--- config.mk ---
export PLATFORM = sky130hd
export DESIGN_NAME = angle_sensor_serial_port
export DESIGN_NICKNAME = d
export VERILOG_FILES = /design/src/angle_port_pkg.sv /design/src/word_buffer.sv /design/src/angle_sensor_serial_port.sv
export SDC_FILE = /design/constraint.sdc
export NUM_CORES = 1
export LEC_CHECK = 0
export ABC_AREA = 1
export CAP_MARGIN = 20
export CORE_MARGIN = 2
export CORE_UTILIZATION = 30
export CTS_CLUSTER_SIZE = 25
export DETAILED_ROUTE_END_ITERATION = 7
export DONT_BUFFER_PORTS = 1
export GPL_ROUTABILITY_DRIVEN = 0
export HOLD_SLACK_MARGIN = 0.05
export PLACE_DENSITY = 0.51
export RECOVER_POWER = 50
export SYNTH_ARGS = -nofsm -noshare
export SYNTH_HDL_FRONTEND = slang
export SYNTH_SLANG_ARGS = --single-unit
--- constraint.sdc ---
create_clock -name clk -period 4.5 [get_ports clk]
set_input_delay 0 -clock clk [delete_from_list [all_inputs] [get_ports clk]]
set_output_delay 0 -clock clk [all_outputs]
set_load 0.01 [all_outputs]
--- src/angle_port_pkg.sv ---
// constants for the sensor serial port slave: command word layout, lock keys,
// address windows, crc settings, transmit word reset value and port state encoding.
// assumes a single 100 MHz system clock; serial pins already synchronous to it.
package angle_port_pkg;

  // ----------------------------------------------------------------------------
  // word and command layout
  // ----------------------------------------------------------------------------
  localparam int unsigned WORD_BITS  = 16;
  localparam int unsigned CMD_RW_BIT = 15;
  localparam int unsigned CMD_KEY_HI = 14;
  localparam int unsigned CMD_KEY_LO = 11;
  localparam int unsigned CMD_UPD    = 10;
  localparam int unsigned CMD_ADR_HI = 9;
  localparam int unsigned CMD_ADR_LO = 4;
  localparam int unsigned CMD_CNT_HI = 3;
  localparam int unsigned CMD_CNT_LO = 0;

  // ----------------------------------------------------------------------------
  // lock keys and the address window each key opens
  // ----------------------------------------------------------------------------
  localparam logic [3:0] KEY_OPERATE = 4'h0;
  localparam logic [3:0] KEY_CONFIG  = 4'ha;
  localparam logic [5:0] OPER_LO     = 6'h00;
  localparam logic [5:0] OPER_HI     = 6'h04;
  localparam logic [5:0] CONF_LO     = 6'h05;
  localparam logic [5:0] CONF_HI     = 6'h11;

  // ----------------------------------------------------------------------------
  // crc and transmit word reset value
  // ----------------------------------------------------------------------------
  localparam logic [7:0]  CRC_SEED = 8'hff;
  localparam logic [7:0]  CRC_POLY = 8'h1d;
  localparam logic [15:0] TX_RESET = 16'h0000;

  typedef enum logic [2:0] {
    ST_IDLE,
    ST_CMD,
    ST_WDATA,
    ST_RDATA,
    ST_STATUS,
    ST_DONE
  } port_state_t;

endpackage : angle_port_pkg

--- src/word_buffer.sv ---
// two-entry buffer with valid/ready on both sides.
// assumes one clock; the drain side may hold out_ready low for any time.
`timescale 1ns/1ps
module word_buffer #(
  parameter int unsigned WIDTH = 23
) (
  input  wire logic             clk,
  input  wire logic             sys_rst,
  input  wire logic             in_valid,
  output logic                  in_ready,
  input  wire logic [WIDTH-1:0] in_data,
  output logic                  out_valid,
  input  wire logic             out_ready,
  output logic      [WIDTH-1:0] out_data
);

  initial begin
    if (WIDTH < 1) $error("word_buffer: WIDTH must be at least 1");
  end

  logic [WIDTH-1:0] slot_reg [2];
  logic             rd_ptr_reg;
  logic             wr_ptr_reg;
  logic [1:0]       count_reg;
  logic             push;
  logic             pop;

  assign in_ready  = (count_reg != 2'd2);
  assign out_valid = (count_reg != 2'd0);
  assign out_data  = slot_reg[rd_ptr_reg];
  assign push      = in_valid & in_ready;
  assign pop       = out_valid & out_ready;

  always_ff @(posedge clk or posedge sys_rst) begin
    if (sys_rst) begin
      slot_reg[0] <= '0;
      slot_reg[1] <= '0;
    end else if (push) begin
      slot_reg[wr_ptr_reg] <= in_data;
    end
  end

  always_ff @(posedge clk or posedge sys_rst) begin
    if (sys_rst) begin
      rd_ptr_reg <= 1'b0;
      wr_ptr_reg <= 1'b0;
      count_reg  <= 2'd0;
    end else begin
      if (push) wr_ptr_reg <= ~wr_ptr_reg;
      if (pop) rd_ptr_reg <= ~rd_ptr_reg;
      count_reg <= count_reg + {1'b0, push} - {1'b0, pop};
    end
  end

endmodule : word_buffer

--- src/angle_sensor_serial_port.sv ---
// slave side of the sensor's three-wire serial port: command decode, lock check,
// register read/write requests, snapshot trigger, status word with crc.
// assumes sck, chip_select_n and data_in are synchronous to clk and slower than clk/4.
`timescale 1ns/1ps
module angle_sensor_serial_port #(
  parameter int unsigned ADDR_W = 6,
  parameter int unsigned DATA_W = 16
) (
  input  wire logic              clk,
  input  wire logic              sys_rst,
  input  wire logic              sck,
  input  wire logic              chip_select_n,
  input  wire logic              data_in,
  output logic                   data_out,
  output logic                   data_oe,
  input  wire logic              open_drain_select,
  input  wire logic [1:0]        sensor_number,
  input  wire logic              no_reset_flag,
  input  wire logic              system_ok,
  input  wire logic              angle_valid,
  output logic                   rd_req,
  output logic      [ADDR_W-1:0] rd_addr,
  output logic                   rd_upd,
  input  wire logic              rd_ack,
  input  wire logic [DATA_W-1:0] rd_data,
  output logic                   wr_valid,
  input  wire logic              wr_ready,
  output logic      [ADDR_W-1:0] wr_addr,
  output logic                   wr_upd,
  output logic      [DATA_W-1:0] wr_data,
  output logic                   snapshot,
  output logic                   access_err
);

  initial begin
    if (ADDR_W != 6 || DATA_W != angle_port_pkg::WORD_BITS)
      $error("angle_sensor_serial_port: only 6-bit addresses and 16-bit words supported");
  end

  // ----------------------------------------------------------------------------
  // helpers
  // ----------------------------------------------------------------------------
  function automatic logic [7:0] crc_bit(input logic [7:0] crc, input logic b);
    logic fb;
    fb = crc[7] ^ b;
    crc_bit = {crc[6:0], 1'b0} ^ (fb ? angle_port_pkg::CRC_POLY : 8'h00);
  endfunction : crc_bit

  function automatic logic [7:0] crc_byte(input logic [7:0] crc, input logic [7:0] by);
    logic [7:0] c;
    c = crc;
    for (int i = 7; i >= 0; i--) begin
      c = crc_bit(c, by[i]);
    end
    crc_byte = c;
  endfunction : crc_byte

  function automatic logic lock_ok(input logic [3:0] key, input logic [5:0] adr);
    lock_ok = ((key == angle_port_pkg::KEY_OPERATE) && (adr <= angle_port_pkg::OPER_HI)) ||
              ((key == angle_port_pkg::KEY_CONFIG) && (adr >= angle_port_pkg::CONF_LO) &&
               (adr <= angle_port_pkg::CONF_HI));
  endfunction : lock_ok

  // ----------------------------------------------------------------------------
  // pin edges
  // ----------------------------------------------------------------------------
  angle_port_pkg::port_state_t state_reg;
  logic        sck_prev_reg;
  logic        cs_n_prev_reg;
  logic        sck_seen_reg;
  logic [3:0]  bit_cnt_reg;
  logic [14:0] rx_shift_reg;
  logic [7:0]  crc_reg;
  logic [15:0] tx_word_reg;
  logic [15:0] tx_next_reg;
  logic        cur_ok_reg;
  logic        nxt_ok_reg;
  logic        out_bit_reg;
  logic        drive_reg;
  logic [3:0]  key_reg;
  logic        upd_reg;
  logic        with_status_reg;
  logic [4:0]  words_left_reg;
  logic [4:0]  fetch_left_reg;
  logic [5:0]  fetch_addr_reg;
  logic [5:0]  wr_addr_reg;
  logic        busy_reg;
  logic        err_reg;
  logic        snapshot_reg;

  logic        selected;
  logic        sck_rise;
  logic        sck_fall;
  logic        word_end;
  logic [15:0] rx_word;
  logic [7:0]  crc_next;
  logic        sending;
  logic        fetch_go;
  logic        fill;
  logic [15:0] fill_val;
  logic        lock_fail;
  logic        push_ok;
  logic        push_lost;
  logic        buf_ready;
  logic [15:0] status_word;
  logic [3:0]  resp_bits;
  logic [7:0]  status_crc;
  logic [4:0]  cmd_words;
  logic        fetch_ok;

  assign selected = ~chip_select_n;
  assign sck_rise = selected & sck & ~sck_prev_reg;
  assign sck_fall = selected & ~sck & sck_prev_reg;
  assign word_end = sck_fall && (bit_cnt_reg == 4'd15);
  assign rx_word  = {rx_shift_reg, data_in};
  assign sending  = (state_reg == angle_port_pkg::ST_RDATA) || (state_reg == angle_port_pkg::ST_STATUS);
  assign crc_next = crc_bit(crc_reg, sending ? out_bit_reg : data_in);
  assign cmd_words = (rx_word[3:0] == 4'd0) ? 5'd1 : {1'b0, rx_word[3:0]};

  always_ff @(posedge clk or posedge sys_rst) begin
    if (sys_rst) begin
      sck_prev_reg  <= 1'b0;
      cs_n_prev_reg <= 1'b1;
    end else begin
      sck_prev_reg  <= sck;
      cs_n_prev_reg <= chip_select_n;
    end
  end

  // ----------------------------------------------------------------------------
  // snapshot: select pulse without any sck edge
  // ----------------------------------------------------------------------------
  always_ff @(posedge clk or posedge sys_rst) begin
    if (sys_rst) begin
      sck_seen_reg <= 1'b0;
      snapshot_reg <= 1'b0;
    end else begin
      snapshot_reg <= chip_select_n & ~cs_n_prev_reg & ~sck_seen_reg;
      if (chip_select_n) sck_seen_reg <= 1'b0;
      else if (sck_rise | sck_fall) sck_seen_reg <= 1'b1;
    end
  end

  assign snapshot = snapshot_reg;

  // ----------------------------------------------------------------------------
  // sequencing
  // ----------------------------------------------------------------------------
  always_ff @(posedge clk or posedge sys_rst) begin
    if (sys_rst) begin
      state_reg       <= angle_port_pkg::ST_IDLE;
      bit_cnt_reg     <= 4'd0;
      rx_shift_reg    <= '0;
      key_reg         <= 4'd0;
      upd_reg         <= 1'b0;
      with_status_reg <= 1'b0;
      words_left_reg  <= 5'd0;
      wr_addr_reg     <= 6'd0;
    end else if (chip_select_n) begin
      state_reg   <= angle_port_pkg::ST_IDLE;
      bit_cnt_reg <= 4'd0;
    end else begin
      if (state_reg == angle_port_pkg::ST_IDLE) state_reg <= angle_port_pkg::ST_CMD;
      if (sck_fall) begin
        bit_cnt_reg  <= bit_cnt_reg + 4'd1;
        rx_shift_reg <= {rx_shift_reg[13:0], data_in};
      end
      if (word_end) begin
        unique case (state_reg)
          angle_port_pkg::ST_CMD: begin
            key_reg         <= rx_word[angle_port_pkg::CMD_KEY_HI:angle_port_pkg::CMD_KEY_LO];
            upd_reg         <= rx_word[angle_port_pkg::CMD_UPD];
            wr_addr_reg     <= rx_word[angle_port_pkg::CMD_ADR_HI:angle_port_pkg::CMD_ADR_LO];
            with_status_reg <= (rx_word[angle_port_pkg::CMD_CNT_HI:angle_port_pkg::CMD_CNT_LO] != 4'd0);
            words_left_reg  <= cmd_words;
            if (rx_word[angle_port_pkg::CMD_RW_BIT]) state_reg <= angle_port_pkg::ST_RDATA;
            else if (rx_word[3:0] == 4'd0) state_reg <= angle_port_pkg::ST_DONE;
            else state_reg <= angle_port_pkg::ST_WDATA;
          end
          angle_port_pkg::ST_WDATA, angle_port_pkg::ST_RDATA: begin
            words_left_reg <= words_left_reg - 5'd1;
            wr_addr_reg    <= wr_addr_reg + 6'd1;
            if (words_left_reg == 5'd1)
              state_reg <= with_status_reg ? angle_port_pkg::ST_STATUS : angle_port_pkg::ST_DONE;
          end
          angle_port_pkg::ST_STATUS: state_reg <= angle_port_pkg::ST_DONE;
          angle_port_pkg::ST_IDLE, angle_port_pkg::ST_DONE: state_reg <= angle_port_pkg::ST_DONE;
        endcase
      end
    end
  end

  // ----------------------------------------------------------------------------
  // crc over every bit on the wire until ST_DONE, seeded at each select
  // ----------------------------------------------------------------------------
  always_ff @(posedge clk or posedge sys_rst) begin
    if (sys_rst) crc_reg <= angle_port_pkg::CRC_SEED;
    else if (chip_select_n) crc_reg <= angle_port_pkg::CRC_SEED;
    else if (sck_fall && state_reg != angle_port_pkg::ST_DONE) crc_reg <= crc_next;
  end

  assign resp_bits   = ~(4'b0001 << sensor_number);
  assign status_word = {no_reset_flag, system_ok, ~(err_reg | lock_fail | push_lost), angle_valid,
                        resp_bits, ~status_crc};
  assign status_crc  = crc_byte(crc_next, {no_reset_flag, system_ok, ~(err_reg | lock_fail | push_lost),
                                           angle_valid, resp_bits});

  // ----------------------------------------------------------------------------
  // read fetch: prefetch one word ahead so consecutive words need no gap
  // ----------------------------------------------------------------------------
  assign fetch_go = (state_reg == angle_port_pkg::ST_RDATA) && (fetch_left_reg != 5'd0) &&
                    ~busy_reg && ~(cur_ok_reg & nxt_ok_reg);
  assign fetch_ok = lock_ok(key_reg, fetch_addr_reg);
  assign lock_fail = (fetch_go & ~fetch_ok) |
                     (word_end && state_reg == angle_port_pkg::ST_WDATA && ~lock_ok(key_reg, wr_addr_reg));
  // locked addresses read back as zero rather than stalling the word
  assign fill     = (busy_reg & rd_ack) | (fetch_go & ~fetch_ok);
  assign fill_val = (busy_reg & rd_ack) ? rd_data : angle_port_pkg::TX_RESET;

  always_ff @(posedge clk or posedge sys_rst) begin
    if (sys_rst) begin
      fetch_left_reg <= 5'd0;
      fetch_addr_reg <= 6'd0;
      busy_reg       <= 1'b0;
    end else if (chip_select_n) begin
      fetch_left_reg <= 5'd0;
      busy_reg       <= 1'b0;
    end else begin
      if (word_end && state_reg == angle_port_pkg::ST_CMD && rx_word[angle_port_pkg::CMD_RW_BIT]) begin
        fetch_left_reg <= cmd_words;
        fetch_addr_reg <= rx_word[angle_port_pkg::CMD_ADR_HI:angle_port_pkg::CMD_ADR_LO];
      end else if (fetch_go) begin
        fetch_left_reg <= fetch_left_reg - 5'd1;
        fetch_addr_reg <= fetch_addr_reg + 6'd1;
      end
      if (fetch_go & fetch_ok) busy_reg <= 1'b1;
      else if (rd_ack) busy_reg <= 1'b0;
    end
  end

  always_ff @(posedge clk or posedge sys_rst) begin
    if (sys_rst) begin
      rd_req  <= 1'b0;
      rd_addr <= '0;
      rd_upd  <= 1'b0;
    end else begin
      rd_req <= fetch_go & fetch_ok & selected;
      if (fetch_go) begin
        rd_addr <= fetch_addr_reg;
        rd_upd  <= upd_reg;
      end
    end
  end

  always_ff @(posedge clk or posedge sys_rst) begin
    if (sys_rst) begin
      tx_word_reg <= angle_port_pkg::TX_RESET;
      tx_next_reg <= angle_port_pkg::TX_RESET;
      cur_ok_reg  <= 1'b0;
      nxt_ok_reg  <= 1'b0;
    end else if (chip_select_n) begin
      cur_ok_reg <= 1'b0;
      nxt_ok_reg <= 1'b0;
    end else if (word_end && (state_reg == angle_port_pkg::ST_RDATA || state_reg == angle_port_pkg::ST_WDATA) &&
                 words_left_reg == 5'd1) begin
      tx_word_reg <= status_word;
      cur_ok_reg  <= with_status_reg;
      nxt_ok_reg  <= 1'b0;
    end else if (word_end && state_reg == angle_port_pkg::ST_RDATA) begin
      tx_word_reg <= (fill & ~nxt_ok_reg) ? fill_val : tx_next_reg;
      cur_ok_reg  <= nxt_ok_reg | fill;
      if (fill & nxt_ok_reg) tx_next_reg <= fill_val;
      nxt_ok_reg  <= fill & nxt_ok_reg;
    end else if (fill) begin
      if (~cur_ok_reg) begin
        tx_word_reg <= fill_val;
        cur_ok_reg  <= 1'b1;
      end else begin
        tx_next_reg <= fill_val;
        nxt_ok_reg  <= 1'b1;
      end
    end
  end

  // ----------------------------------------------------------------------------
  // data pin: bit changes on sck rise, released whenever not sending
  // ----------------------------------------------------------------------------
  always_ff @(posedge clk or posedge sys_rst) begin
    if (sys_rst) begin
      out_bit_reg <= 1'b1;
      drive_reg   <= 1'b0;
    end else if (chip_select_n) begin
      drive_reg <= 1'b0;
    end else if (word_end && (state_reg == angle_port_pkg::ST_STATUS ||
                              (state_reg == angle_port_pkg::ST_RDATA && words_left_reg == 5'd1 &&
                               ~with_status_reg))) begin
      drive_reg <= 1'b0;
    end else if (sck_rise && sending) begin
      out_bit_reg <= tx_word_reg[4'd15 - bit_cnt_reg];
      drive_reg   <= 1'b1;
    end
  end

  assign data_out = open_drain_select ? 1'b0 : out_bit_reg;
  assign data_oe  = drive_reg & (open_drain_select ? ~out_bit_reg : 1'b1);

  // ----------------------------------------------------------------------------
  // write words into the buffer; an overflow is reported, not silently dropped
  // ----------------------------------------------------------------------------
  assign push_ok   = word_end && state_reg == angle_port_pkg::ST_WDATA && lock_ok(key_reg, wr_addr_reg);
  assign push_lost = push_ok & ~buf_ready;

  word_buffer #(
    .WIDTH (DATA_W + ADDR_W + 1)
  ) u_write_buffer (
    .clk       (clk),
    .sys_rst   (sys_rst),
    .in_valid  (push_ok),
    .in_ready  (buf_ready),
    .in_data   ({wr_addr_reg, upd_reg, rx_word}),
    .out_valid (wr_valid),
    .out_ready (wr_ready),
    .out_data  ({wr_addr, wr_upd, wr_data})
  );

  // ----------------------------------------------------------------------------
  // interface error: sticky until reported in a status word, set wins
  // ----------------------------------------------------------------------------
  always_ff @(posedge clk or posedge sys_rst) begin
    if (sys_rst) err_reg <= 1'b0;
    else if (lock_fail | push_lost) err_reg <= 1'b1;
    else if (word_end && state_reg == angle_port_pkg::ST_STATUS) err_reg <= 1'b0;
  end

  assign access_err = err_reg;

endmodule : angle_sensor_serial_port

=== After elaboration in Yosys (flattened, before gate mapping) ===
Index checks and enable logic that the tools add are counted.

* Register bits after elaboration: 158
* Bits of input ports: 29
* Output and inout port bits: 36
* Logic and storage cells: 255

* Add/subtract/negate cells: 8
* Magnitude comparators: 10
* Equality and inequality tests: 12
* Shifts and indexed selects: 1
* Mux-type cells: 69
* Bitwise logic cells: 64
* Reduce and logical (&&, ||, !) cells: 60

{| class="wikitable"
|+ Operators with widths
! cell !! count
|-
| $mux W16 || 10
|-
| $mux W23 || 4
|-
| $xor A8 B5 Y8 || 9
|-
| $mux W5 || 12
|-
| $bwmux W46 || 1
|-
| $logic_and A1 B1 Y1 || 25
|-
| $mux W1 || 24
|-
| $demux W23 S1 || 1
|-
| $mux W3 || 6
|-
| $not A1 Y1 || 18
|-
| $reduce_bool A2 Y1 || 9
|-
| $and A1 B1 Y1 || 17
|-
| $mux W8 || 2
|-
| $add A6 B1 Y6 const B || 2
|-
| $ge A6 B3 Y1 const B || 2
|-
| $le A6 B3 Y1 const B || 2
|-
| $le A6 B5 Y1 const B || 2
|-
| $mux W4 || 3
|-
| $mux W6 || 2
|-
| $pmux W6 S2 || 1
|-
| $reduce_and A3 Y1 || 4
|-
| $reduce_bool A3 Y1 || 4
|-
| $reduce_bool A4 Y1 || 3
|-
| $pmux W5 S2 || 1
|-
| other kinds (33) || 60
|}

=== Depth between registers and ports, before layout ===
Gate-level depths: netlist (run 1).

* Depth in word-level cells: 32
* Depth in mapped cells: 21
* Mapped depth without buffers: 21

=== Modules after synthesis ===
From an unflattened synthesis (run 1), not the netlist that was laid out.

* Cells, all modules: 1123
* Area total of the unflattened synthesis: 8593.2 sq um

{| class="wikitable"
|+ By module, submodules not included
! module !! instances !! cells an instance !! area an instance (sq um) !! seq. area each (sq um)
|-
| angle_sensor_serial_port || 1 || 814 || 6193.4 || 2715.1
|-
| word_buffer || 1 || 309 || 2399.8 || 1251.2
|}

=== Least setup slack after synthesis (run 1) ===
OpenSTA, ideal clock, no wires.

* Path kind: reg2reg
* Start point: register bit_cnt_reg[1]
* End point: register u_write_buffer.slot_reg[38] (netlist bit)
* Setup time: 124 ps
* Arrival time: 2008 ps
* Required time: 4376 ps
* Setup slack: 2368 ps
* Cell stages (with the launch flop): 10
* Buffers on the path: 1
* Clock period less this slack: 2132 ps
* Cells stage by stage: dfrtp_1 ha_1 nand2_1 nor3_4 nand4_1 a2111oi_2 nand2_1 clkbuf_1 nand2_1 o21ai_1

* Word-level cells in the longest chain between the ends: 5

{| class="wikitable"
|+ RTL lines
! element !! RTL line !! text
|-
| start, declared || angle_sensor_serial_port.sv:71 || <nowiki>logic [3:0] bit_cnt_reg;</nowiki>
|-
| start signal, assigned || angle_sensor_serial_port.sv:165 || <nowiki>bit_cnt_reg <= bit_cnt_reg + 4'd1;</nowiki>
|-
| $eq A4 B4 Y1 || angle_sensor_serial_port.sv:114 || <nowiki>assign word_end = sck_fall && (bit_cnt_reg == 4'd15);</nowiki>
|-
| $logic_and A1 B1 Y1 || angle_sensor_serial_port.sv:114 ||
|-
| $logic_and A1 B1 Y1 (2 in series) || angle_sensor_serial_port.sv:310 || <nowiki>assign push_ok = word_end && state_reg == angle_port_pkg::ST_WDATA && lock_ok(key_reg, wr_addr_reg);</nowiki>
|-
| $and A1 B1 Y1 || word_buffer.sv:31 || <nowiki>assign push = in_valid & in_ready;</nowiki>
|-
| end signal, assigned by index || word_buffer.sv:39 || <nowiki>slot_reg[wr_ptr_reg] <= in_data;</nowiki>
|-
| end, declared || word_buffer.sv:21 || <nowiki>logic [WIDTH-1:0] slot_reg [2];</nowiki>
|}

No other way between the ends.
A chain may end at the register's enable or synchronous reset.

=== Worst setup path after layout (run 1) ===
* Start point: register state_reg[2]
* End point: register tx_word_reg[15]

* Word-level cells in the longest chain between the ends: 10
* Elaborated cells between the ends (all ways): 18
* Classes of those cells: 3 x eq/ne; 3 x mux; 3 x bitwise; 9 x reduce/logical

{| class="wikitable"
|+ RTL lines
! element !! RTL line !! text
|-
| start, declared || angle_sensor_serial_port.sv:67 || <nowiki>angle_port_pkg::port_state_t state_reg;</nowiki>
|-
| start signal, assigned || angle_sensor_serial_port.sv:151 || <nowiki>state_reg <= angle_port_pkg::ST_IDLE;</nowiki>
|-
| start signal, assigned || angle_sensor_serial_port.sv:160 || <nowiki>state_reg <= angle_port_pkg::ST_IDLE;</nowiki>
|-
| start signal, assigned || angle_sensor_serial_port.sv:163 || <nowiki>if (state_reg == angle_port_pkg::ST_IDLE) state_reg <= angle_port_pkg::ST_CMD;</nowiki>
|-
| $eq A3 B2 Y1 || angle_sensor_serial_port.sv:211, angle_sensor_serial_port.sv:264, angle_sensor_serial_port.sv:269 ||
|-
| $logic_and A1 B1 Y1 (2 in series) || angle_sensor_serial_port.sv:211 || <nowiki>assign fetch_go = (state_reg == angle_port_pkg::ST_RDATA) && (fetch_left_reg != 5'd0) &&</nowiki>
|-
| $logic_and A1 B1 Y1 || angle_sensor_serial_port.sv:212 || <nowiki>~busy_reg && ~(cur_ok_reg & nxt_ok_reg);</nowiki>
|-
| $and A1 B1 Y1 || angle_sensor_serial_port.sv:217 || <nowiki>assign fill = (busy_reg & rd_ack) | (fetch_go & ~fetch_ok);</nowiki>
|-
| $or A1 B1 Y1 || angle_sensor_serial_port.sv:217 ||
|-
| $and A1 B1 Y1 || angle_sensor_serial_port.sv:270 || <nowiki>tx_word_reg <= (fill & ~nxt_ok_reg) ? fill_val : tx_next_reg;</nowiki>
|-
| $mux W16 || angle_sensor_serial_port.sv:270 ||
|-
| $mux W16 || angle_sensor_serial_port.sv:269 || <nowiki>end else if (word_end && state_reg == angle_port_pkg::ST_RDATA) begin</nowiki>
|-
| $mux W16 || angle_sensor_serial_port.sv:264 || <nowiki>end else if (word_end && (state_reg == angle_port_pkg::ST_RDATA || state_reg == angle_port_pkg::ST_WDATA) &&</nowiki>
|-
| end signal, assigned || angle_sensor_serial_port.sv:266 || <nowiki>tx_word_reg <= status_word;</nowiki>
|-
| end signal, assigned || angle_sensor_serial_port.sv:270 ||
|-
| end signal, assigned || angle_sensor_serial_port.sv:276 || <nowiki>tx_word_reg <= fill_val;</nowiki>
|-
| end, declared || angle_sensor_serial_port.sv:74 || <nowiki>logic [15:0] tx_word_reg;</nowiki>
|}

Parallel ways exist; a longest one is shown, timed or not.

==> results of run 1 <==
==> worst max-delay path, stage by stage (launching register included) <==
cell           delay [ps]
dfrtp_1               570
inv_1                 230
nand2_1               510
nor3_2                110
buf_4                 200
inv_1                 330
nand3_1               180
nand3_2                90
buf_4                 230
inv_2                 150
a2bb2oi_1             150
dlygate4sd3_1         570
==> worst max-delay path by stage <==
stage / cells past startpoint / end / startpoint
6_report: 11 / tx_word_reg[15]$_DFFE_PP0P_ / state_reg[2]$_DFF_PP0_
5_1_grt: 13 / tx_word_reg[15]$_DFFE_PP0P_ / state_reg[2]$_DFF_PP0_
4_1_cts: 13 / tx_word_reg[15]$_DFFE_PP0P_ / bit_cnt_reg[0]$_DFFE_PP0P_
3_5_place_dp: 12 / tx_next_reg[1]$_DFFE_PP0P_ / bit_cnt_reg[0]$_DFFE_PP0P_
3_3_place_gp: 11 / tx_word_reg[7]$_DFFE_PP0P_ / state_reg[2]$_DFF_PP0_
2_1_floorplan: 1 / access_err$_DFFE_PP0P_ / sys_rst
==> cell families (layout without fill, tap and decap cells) <==
| kind of cell | Yosys count | count (layout) | share of synthesized area (%) |
|---|---|---|---|
| other | 0 | 1 | 0 |
| AND/OR/NAND/NOR | 391 | 391 | 20.3 |
| XOR/XNOR | 20 | 20 | 2.19 |
| flip-flops | 158 | 158 | 47.6 |
| buffers and inverters | 169 | 203 | 8.25 |
| multiplexers | 22 | 22 | 2.98 |
| adder cells (fa/ha/maj) | 13 | 13 | 1.95 |
| AO/OA/AOI/OAI | 249 | 249 | 16.7 |
==> final cells by class <==
class / count / area [sq um] / share of cell area (%)
multi-input combinational: 695 / 3660 / 38.2
antenna: 1 / 2.50 / 0.0261
clock buffer: 17 / 425 / 4.44
sequential: 158 / 3970 / 41.4
tap: 372 / 465 / 4.85
inverter: 135 / 514 / 5.36
clock inverter: 15 / 224 / 2.33
timing repair buffer: 36 / 333 / 3.47
==> where the power goes <==
group	internal [W]	leakage (nW)	switching (W)
sequential	0.00147	2.03	0.0000546
clock	0.000952	0.318	0.000653
combinational	0.000128	2.21	0.000251
==> metrics by stage <==
step / hold slack, ps / worst slack [ps] / utilization [%] / total power, W
floorplan: 4.48 / 253 / - / 0.00181
global placement: 10.2 / 1430 / 32.0 / 0.00191
detailed placement: 9.95 / 1450 / 32.0 / 0.00191
CTS: 53.6 / 1120 / 35.4 / 0.00355
global route: 54.4 / 747 / 35.4 / 0.00368
finish: 52.3 / 1030 / 35.4 / 0.00351
==> cell usage in the layout (no fill, tap or decap), drive strengths merged, types with 5 or more instances in the layout <==
cell         synthesis  layout
a22oi                9       9
clkbuf              18      20
nor2                50      50
nand2              253     253
dfstp               10      10
xor2                15      15
o21ai              156     156
o211ai              14      14
nand3               65      65
dfrtp              148     148
mux2                22      22
xnor2                5       5
a21oi               43      43
nor3                12      12
ha                  13      13
o22ai                7       7
inv                135     142
dlygate4sd3          0      29
==> routing by layer <==
metal | vias to the layer above | GRT usage (%) | routed length, um
met3 | 22 | 3.01 | 954
met2 | 134 | 23.7 | 9660
met1 | 3167 | 22.5 | 10700
met4 | 0 | 4.98 | 312
met5 | - | 0 | 0
li1 | 3412 | - | -
==> results.py, run 1 <==
metrics = {
    "synthesis": {
        "synth_area_per_cell_sq_um": 8.15,
        "syn_inst": 1022,
        "async_flop_share_pct": 100,
        "yosysWarnings": 0,
        "ys.flop_type": "dfrtp_1",
        "synth.distinct_cells": 51,
        "syn_nets": 1064,
        "synth_common_cells": "nand2_1, dfrtp_1, inv_1",
        "syn_area_sq_um": 8330,
        "netlist.area_leader.share_pct": 44.5,
        "yosysTopAreaCell": "dfrtp_1",
        "ys_ff_latch": 158,
        "synth_seq_area_share_pct": 47.6,
        "synth_edf_count": 0,
        "synth_most_common_cell": "nand2_1",
        "synth_area_leaders": "dfrtp_1, nand2_1, o21ai_0",
    },
    "placement": {
        "dp.cells": 1366,
        "numPortBuffers": 0,
        "dpl-instance-area_sq_um": 8660,
        "hpwlAfterDp_mm": 15.5,
    },
    "global_routing": {
        "grt_max_degree": 85,
        "grt_pass1_vias": 6466,
        "grt_pass1_wl_mm": 35.7,
        "antenna_found_initial": 1,
        "grt_overflow_total": 0,
        "grt_use_total_pct": 15.7,
    },
    "route": {
        "drt-total-wl_mm": 21.7,
        "viasPerCell": 4.71,
        "ant_nets": 0,
        "dr.pass1.iters": 5,
        "post_drt_wl_per_cell_um": 15.2,
        "vias": 6735,
        "drt_iter0_drc": 508,
        "route.detailed.drc": 0,
    },
    "sta": {
        "post-route-period-util_pct": 77.0,
        "finalSetupViolCount": 0,
        "rsz0062_at_grt": "false",
        "fin_crit_ps": 3470,
        "tns_ps": 0,
        "clock_skew_ps": 11.9,
        "max_freq_mhz": 289,
        "hold_viol_final": 0,
        "slew_violations": 0,
        "max_slew_margin_pct": 3.09,
        "tightest_slew_ps": 1450,
    },
    "setup_path": {
        "ff2ff_path_depth": 11,
        "reg2reg_to": "tx_word_reg[15]$_DFFE_PP0P_",
        "r2r-start": "state_reg[2]$_DFF_PP0_",
        "required_ps": 4810,
        "crit_type": "reg2reg",
        "end_kind": "flop",
        "worstPathMaxFanout": 18,
        "start_kind": "flop",
        "r2r_setup_slack_ps": 1030,
        "worstPathArrival_ps": 3770,
    },
    "clock_network": {
        "clock_latency_ps": 430,
        "cts_inserted_buffers": 17,
        "htreeDepth": 4,
        "cts_num_sinks": 158,
        "hold_buffers": 29,
        "cts-resized-gates": 0,
        "post_cts_buffers": 0,
        "tritoncts": "done",
        "clk_root_buffer_cell": "clkbuf_16",
        "cts.clk_slew.worst_paths_ps": 70,
        "clock_path_buffers": 2,
    },
    "die": {
        "initial_utilization_pct": 30.7,
        "rows": 60,
        "core_sq_um": 27100,
        "die_h_um": 171,
        "io_pins": 65,
        "dieArea_sq_um": 29100,
        "die_width_um": 171,
    },
    "final_layout": {
        "largest_reg_flops": 46,
        "nFillCells": 2853,
        "layout-area-overhead-vs-synth_pct": 15.2,
        "drive_gt1_share_pct": 6.82,
        "finalNonFillerCells": 1429,
        "nNetsFinal": 1085,
        "fin_area_sq_um": 9590,
    },
    "status": {
        "outcome": "complete, no violations",
    },
    "worst_hold_path": {
        "holdPathStages": 1,
        "hp-class": "in2out",
        "min_to": "data_out",
        "hold_start": "open_drain_select",
    },
    "job": {
        "maxCapViolCount": 0,
    },
    "pwr": {
        "max-vdd-ir-drop_mv": 0.182,
        "leakagePower_nw": 4.56,
        "power.density_nw_per_um2": 366,
    },
}
No activity file was read; power rests on OpenSTA's default activity.
==> inputs of run 2 (changes only) <==
--- a/config.mk
+++ b/config.mk
@@ -5,7 +5,7 @@
 export SDC_FILE = /design/constraint.sdc
 export NUM_CORES = 1
 export LEC_CHECK = 0
-export ABC_AREA = 1
+export ABC_AREA = 0
 export CAP_MARGIN = 20
 export CORE_MARGIN = 2
 export CORE_UTILIZATION = 30
@@ -14,7 +14,7 @@
 export DONT_BUFFER_PORTS = 1
 export GPL_ROUTABILITY_DRIVEN = 0
 export HOLD_SLACK_MARGIN = 0.05
-export PLACE_DENSITY = 0.51
+export PLACE_DENSITY = 0.5
 export RECOVER_POWER = 50
 export SYNTH_ARGS = -nofsm -noshare
 export SYNTH_HDL_FRONTEND = slang
==> constraint.sdc (replaced) <==
create_clock -name clk -period 3.61 [get_ports clk]
set_input_delay 0 -clock clk [delete_from_list [all_inputs] [get_ports clk]]
set_output_delay 0 -clock clk [all_outputs]
set_load 0.01 [all_outputs]
==> results.py, run 2 <==
metrics = {
    "status": {
        "outcome": "finished, violations left",
        "violations": "capacitance limit, slew limit",
    },
    "placement": {
        "dp.cells": 1076,
        "pre_cts_slack_ps": 663,
        "dpl-instance-area_sq_um": 8430,
        "hpwlAfterDp_mm": 13.0,
        "numPortBuffers": 0,
    },
    "clock_network": {
        "clk_root_buffer_cell": "clkbuf_16",
        "hold_buffers": 30,
        "clock_path_buffers": 2,
        "cts.clk_slew.worst_paths_ps": 70,
        "cts-resized-gates": 0,
        "post_cts_buffers": 0,
        "tritoncts": "done",
        "cts_inserted_buffers": 17,
        "htreeDepth": 4,
        "cts_num_sinks": 158,
        "clock_latency_ps": 430,
    },
    "setup_path": {
        "start_kind": "flop",
        "r2r_setup_slack_ps": 550,
        "required_ps": 3970,
        "cp_slowest_cell": "dlygate4sd3_1",
        "crit_type": "reg2reg",
        "end_kind": "flop",
        "reg2reg_to": "tx_word_reg[10]$_DFFE_PP0P_",
        "worstPathArrival_ps": 3420,
        "worstPathMaxFanout": 16,
        "cp_slowest_stage_delay_ps": 540,
        "ff2ff_path_depth": 10,
        "cp_cell_sequence": "ha_1, and4b_1, and2_1, nand3_1, o31ai_4, buf_4, nand2_1, a32o_1, dlygate4sd3_1, o21ai_0",
        "r2r-start": "bit_cnt_reg[0]$_DFFE_PP0P_",
    },
    "pwr": {
        "leakagePower_nw": 4.08,
        "power_switching_w": 0.00120,
        "swShare_pct": 28.1,
        "clkPwrFrac_pct": 43.3,
        "seqPwrFrac_pct": 46.6,
        "p_comb_share_pct": 10.1,
        "power.density_nw_per_um2": 456,
        "p_int_w": 0.00307,
        "max-vdd-ir-drop_mv": 0.319,
    },
    "synthesis": {
        "synth_area_leaders": "dfrtp_1, mux2_2, nand2_1",
        "synth_most_common_cell": "dfrtp_1",
        "synth_area_per_cell_sq_um": 10.5,
        "yosysTopAreaCell": "dfrtp_1",
        "syn_nets": 813,
        "synth.distinct_cells": 74,
        "syn_area_sq_um": 8090,
        "ys_ff_latch": 158,
        "synth_seq_area_share_pct": 49.0,
        "synth_edf_count": 0,
        "syn_inst": 771,
        "async_flop_share_pct": 100,
        "netlist.area_leader.share_pct": 45.8,
        "yosysWarnings": 0,
        "ys.flop_type": "dfrtp_1",
        "synth_common_cells": "dfrtp_1, nand2_1, mux2_2",
    },
    "sta": {
        "fin_crit_ps": 3060,
        "worst_slack_ps": 548,
        "tns_ps": 0,
        "rsz0062_at_grt": "false",
        "tightest_slew_ps": 2250,
        "clock_skew_ps": 13.1,
        "finalSetupViolCount": 0,
        "max_slew_margin_pct": -50.3,
        "hold_viol_final": 0,
        "post-route-period-util_pct": 84.8,
        "slew_violations": 159,
        "max_freq_mhz": 327,
    },
    "die": {
        "dieArea_sq_um": 28300,
        "die_h_um": 168,
        "rows": 60,
        "die_width_um": 168,
        "io_pins": 65,
        "core_sq_um": 26700,
        "initial_utilization_pct": 30.3,
    },
    "global_routing": {
        "grt_use_met2_pct": 21.4,
        "grt_overflow_total": 0,
        "grt_max_degree": 159,
        "grt_pass1_vias": 5584,
        "grt_pass1_wl_mm": 32.1,
        "grt_use_total_pct": 14.4,
        "grt_busiest_layer": "met2",
        "gr-usage-met1_pct": 21.2,
        "antenna_found_initial": 0,
        "grt_use_met3_pct": 3.01,
    },
    "final_layout": {
        "layout-area-overhead-vs-synth_pct": 15.7,
        "drive_gt1_share_pct": 21.4,
        "final_core_util_pct": 35.0,
        "nFillCells": 2678,
        "finalNonFillerCells": 1139,
        "final_common_cell": "dfrtp_1",
        "most-common-layout-cells": "dfrtp_1, nand2_1, mux2_2",
        "largest_reg_flops": 46,
        "nNetsFinal": 827,
        "num_antenna_cells": 0,
        "fin_area_sq_um": 9360,
    },
    "route": {
        "drt-total-wl_mm": 19.7,
        "post_drt_wl_per_cell_um": 17.3,
        "viasPerCell": 4.96,
        "dr.pass1.iters": 5,
        "vias": 5646,
        "ant_nets": 0,
        "route.detailed.drc": 0,
        "drt_iter0_drc": 374,
    },
    "worst_hold_path": {
        "min_to": "tx_word_reg[7]$_DFFE_PP0P_",
        "hp-class": "in2reg",
        "hold_start": "sensor_number[0]",
        "holdPathStages": 5,
    },
    "job": {
        "maxCapViolCount": 1,
    },
}
-- run 2: changes by cell type after synthesis, moves of 17 or more --
cell	previous run	this run
nand2_1	250	95
inv_1	128	20
mux2_2	22	89
o21ai_0	109	42
nand3_1	60	16
o21ai_1	47	3
xnor2_1	4	21
-- run 2: kinds of logic (layout without fill, tap and decap cells) --
kind of cell	count (synthesis)	count (layout)	share of synthesized area [%]
buffers and inverters	71	98	3.66
XOR/XNOR	40	40	4.61
AO/OA/AOI/OAI	160	160	13.2
AND/OR/NAND/NOR	231	231	13.3
multiplexers	98	98	14.3
flip-flops	158	158	49.0
adder cells (fa/ha/maj)	13	13	2.01
-- run 2: cell type report --
class,instances,area [sq um],area share (%)
sequential,158,3970,42.4
multi-input combinational,542,3840,41.0
timing repair buffer,45,443,4.73
clock buffer,18,439,4.69
tap,341,427,4.56
clock inverter,14,168,1.79
inverter,21,82.6,0.882
-- run 2: through the flow --
| stage | total power [W] | hold WS [ps] |
|---|---|---|
| 5_1_grt | 0.00445 | 131 |
| 2_1_floorplan | 0.00227 | 4.48 |
| 4_1_cts | 0.00429 | 87.8 |
| 3_3_place_gp | 0.00238 | 13.7 |
| 6_report | 0.00427 | 102 |
| 3_5_place_dp | 0.00239 | 14.1 |
-- run 2: worst max-delay path: cells and delay by family (launching register included) --
family | cells | cell delay (ps)
and+or+nand+nor | 4 | 850
buffers and inverters | 2 | 790
AOI/OAI and AO/OA | 3 | 590
DFF | 1 | 530
adders and majority gates | 1 | 220
-- run 2: how the worst max path moves through the flow --
stage,start,endpoint,slack [ps]
2_1_floorplan,fetch_addr_reg[0]$_DFFE_PP0P_,tx_next_reg[2]$_DFFE_PP0P_,1210
3_3_place_gp,bit_cnt_reg[0]$_DFFE_PP0P_,tx_next_reg[15]$_DFFE_PP0P_,710
3_5_place_dp,bit_cnt_reg[0]$_DFFE_PP0P_,tx_next_reg[14]$_DFFE_PP0P_,660
4_1_cts,bit_cnt_reg[0]$_DFFE_PP0P_,tx_word_reg[10]$_DFFE_PP0P_,540
5_1_grt,bit_cnt_reg[0]$_DFFE_PP0P_,tx_word_reg[10]$_DFFE_PP0P_,300
6_report,bit_cnt_reg[0]$_DFFE_PP0P_,tx_word_reg[10]$_DFFE_PP0P_,550
-- run 2: power groups by stage --
stage | clock network (W) | registers (W) | logic (W)
floorplan | 0 | 0.00194 | 0.000330
global placement | 0 | 0.00206 | 0.000320
detailed placement | 0 | 0.00207 | 0.000325
CTS | 0.00189 | 0.00203 | 0.000365
global route | 0.00196 | 0.00200 | 0.000482
finish | 0.00185 | 0.00199 | 0.000432
-- run 2: routing by layer --
metal,part of all wire [%],wire (um)
met1,50,9910
met5,0,0
met2,44,8740
met4,1.5,289
met3,4.0,790
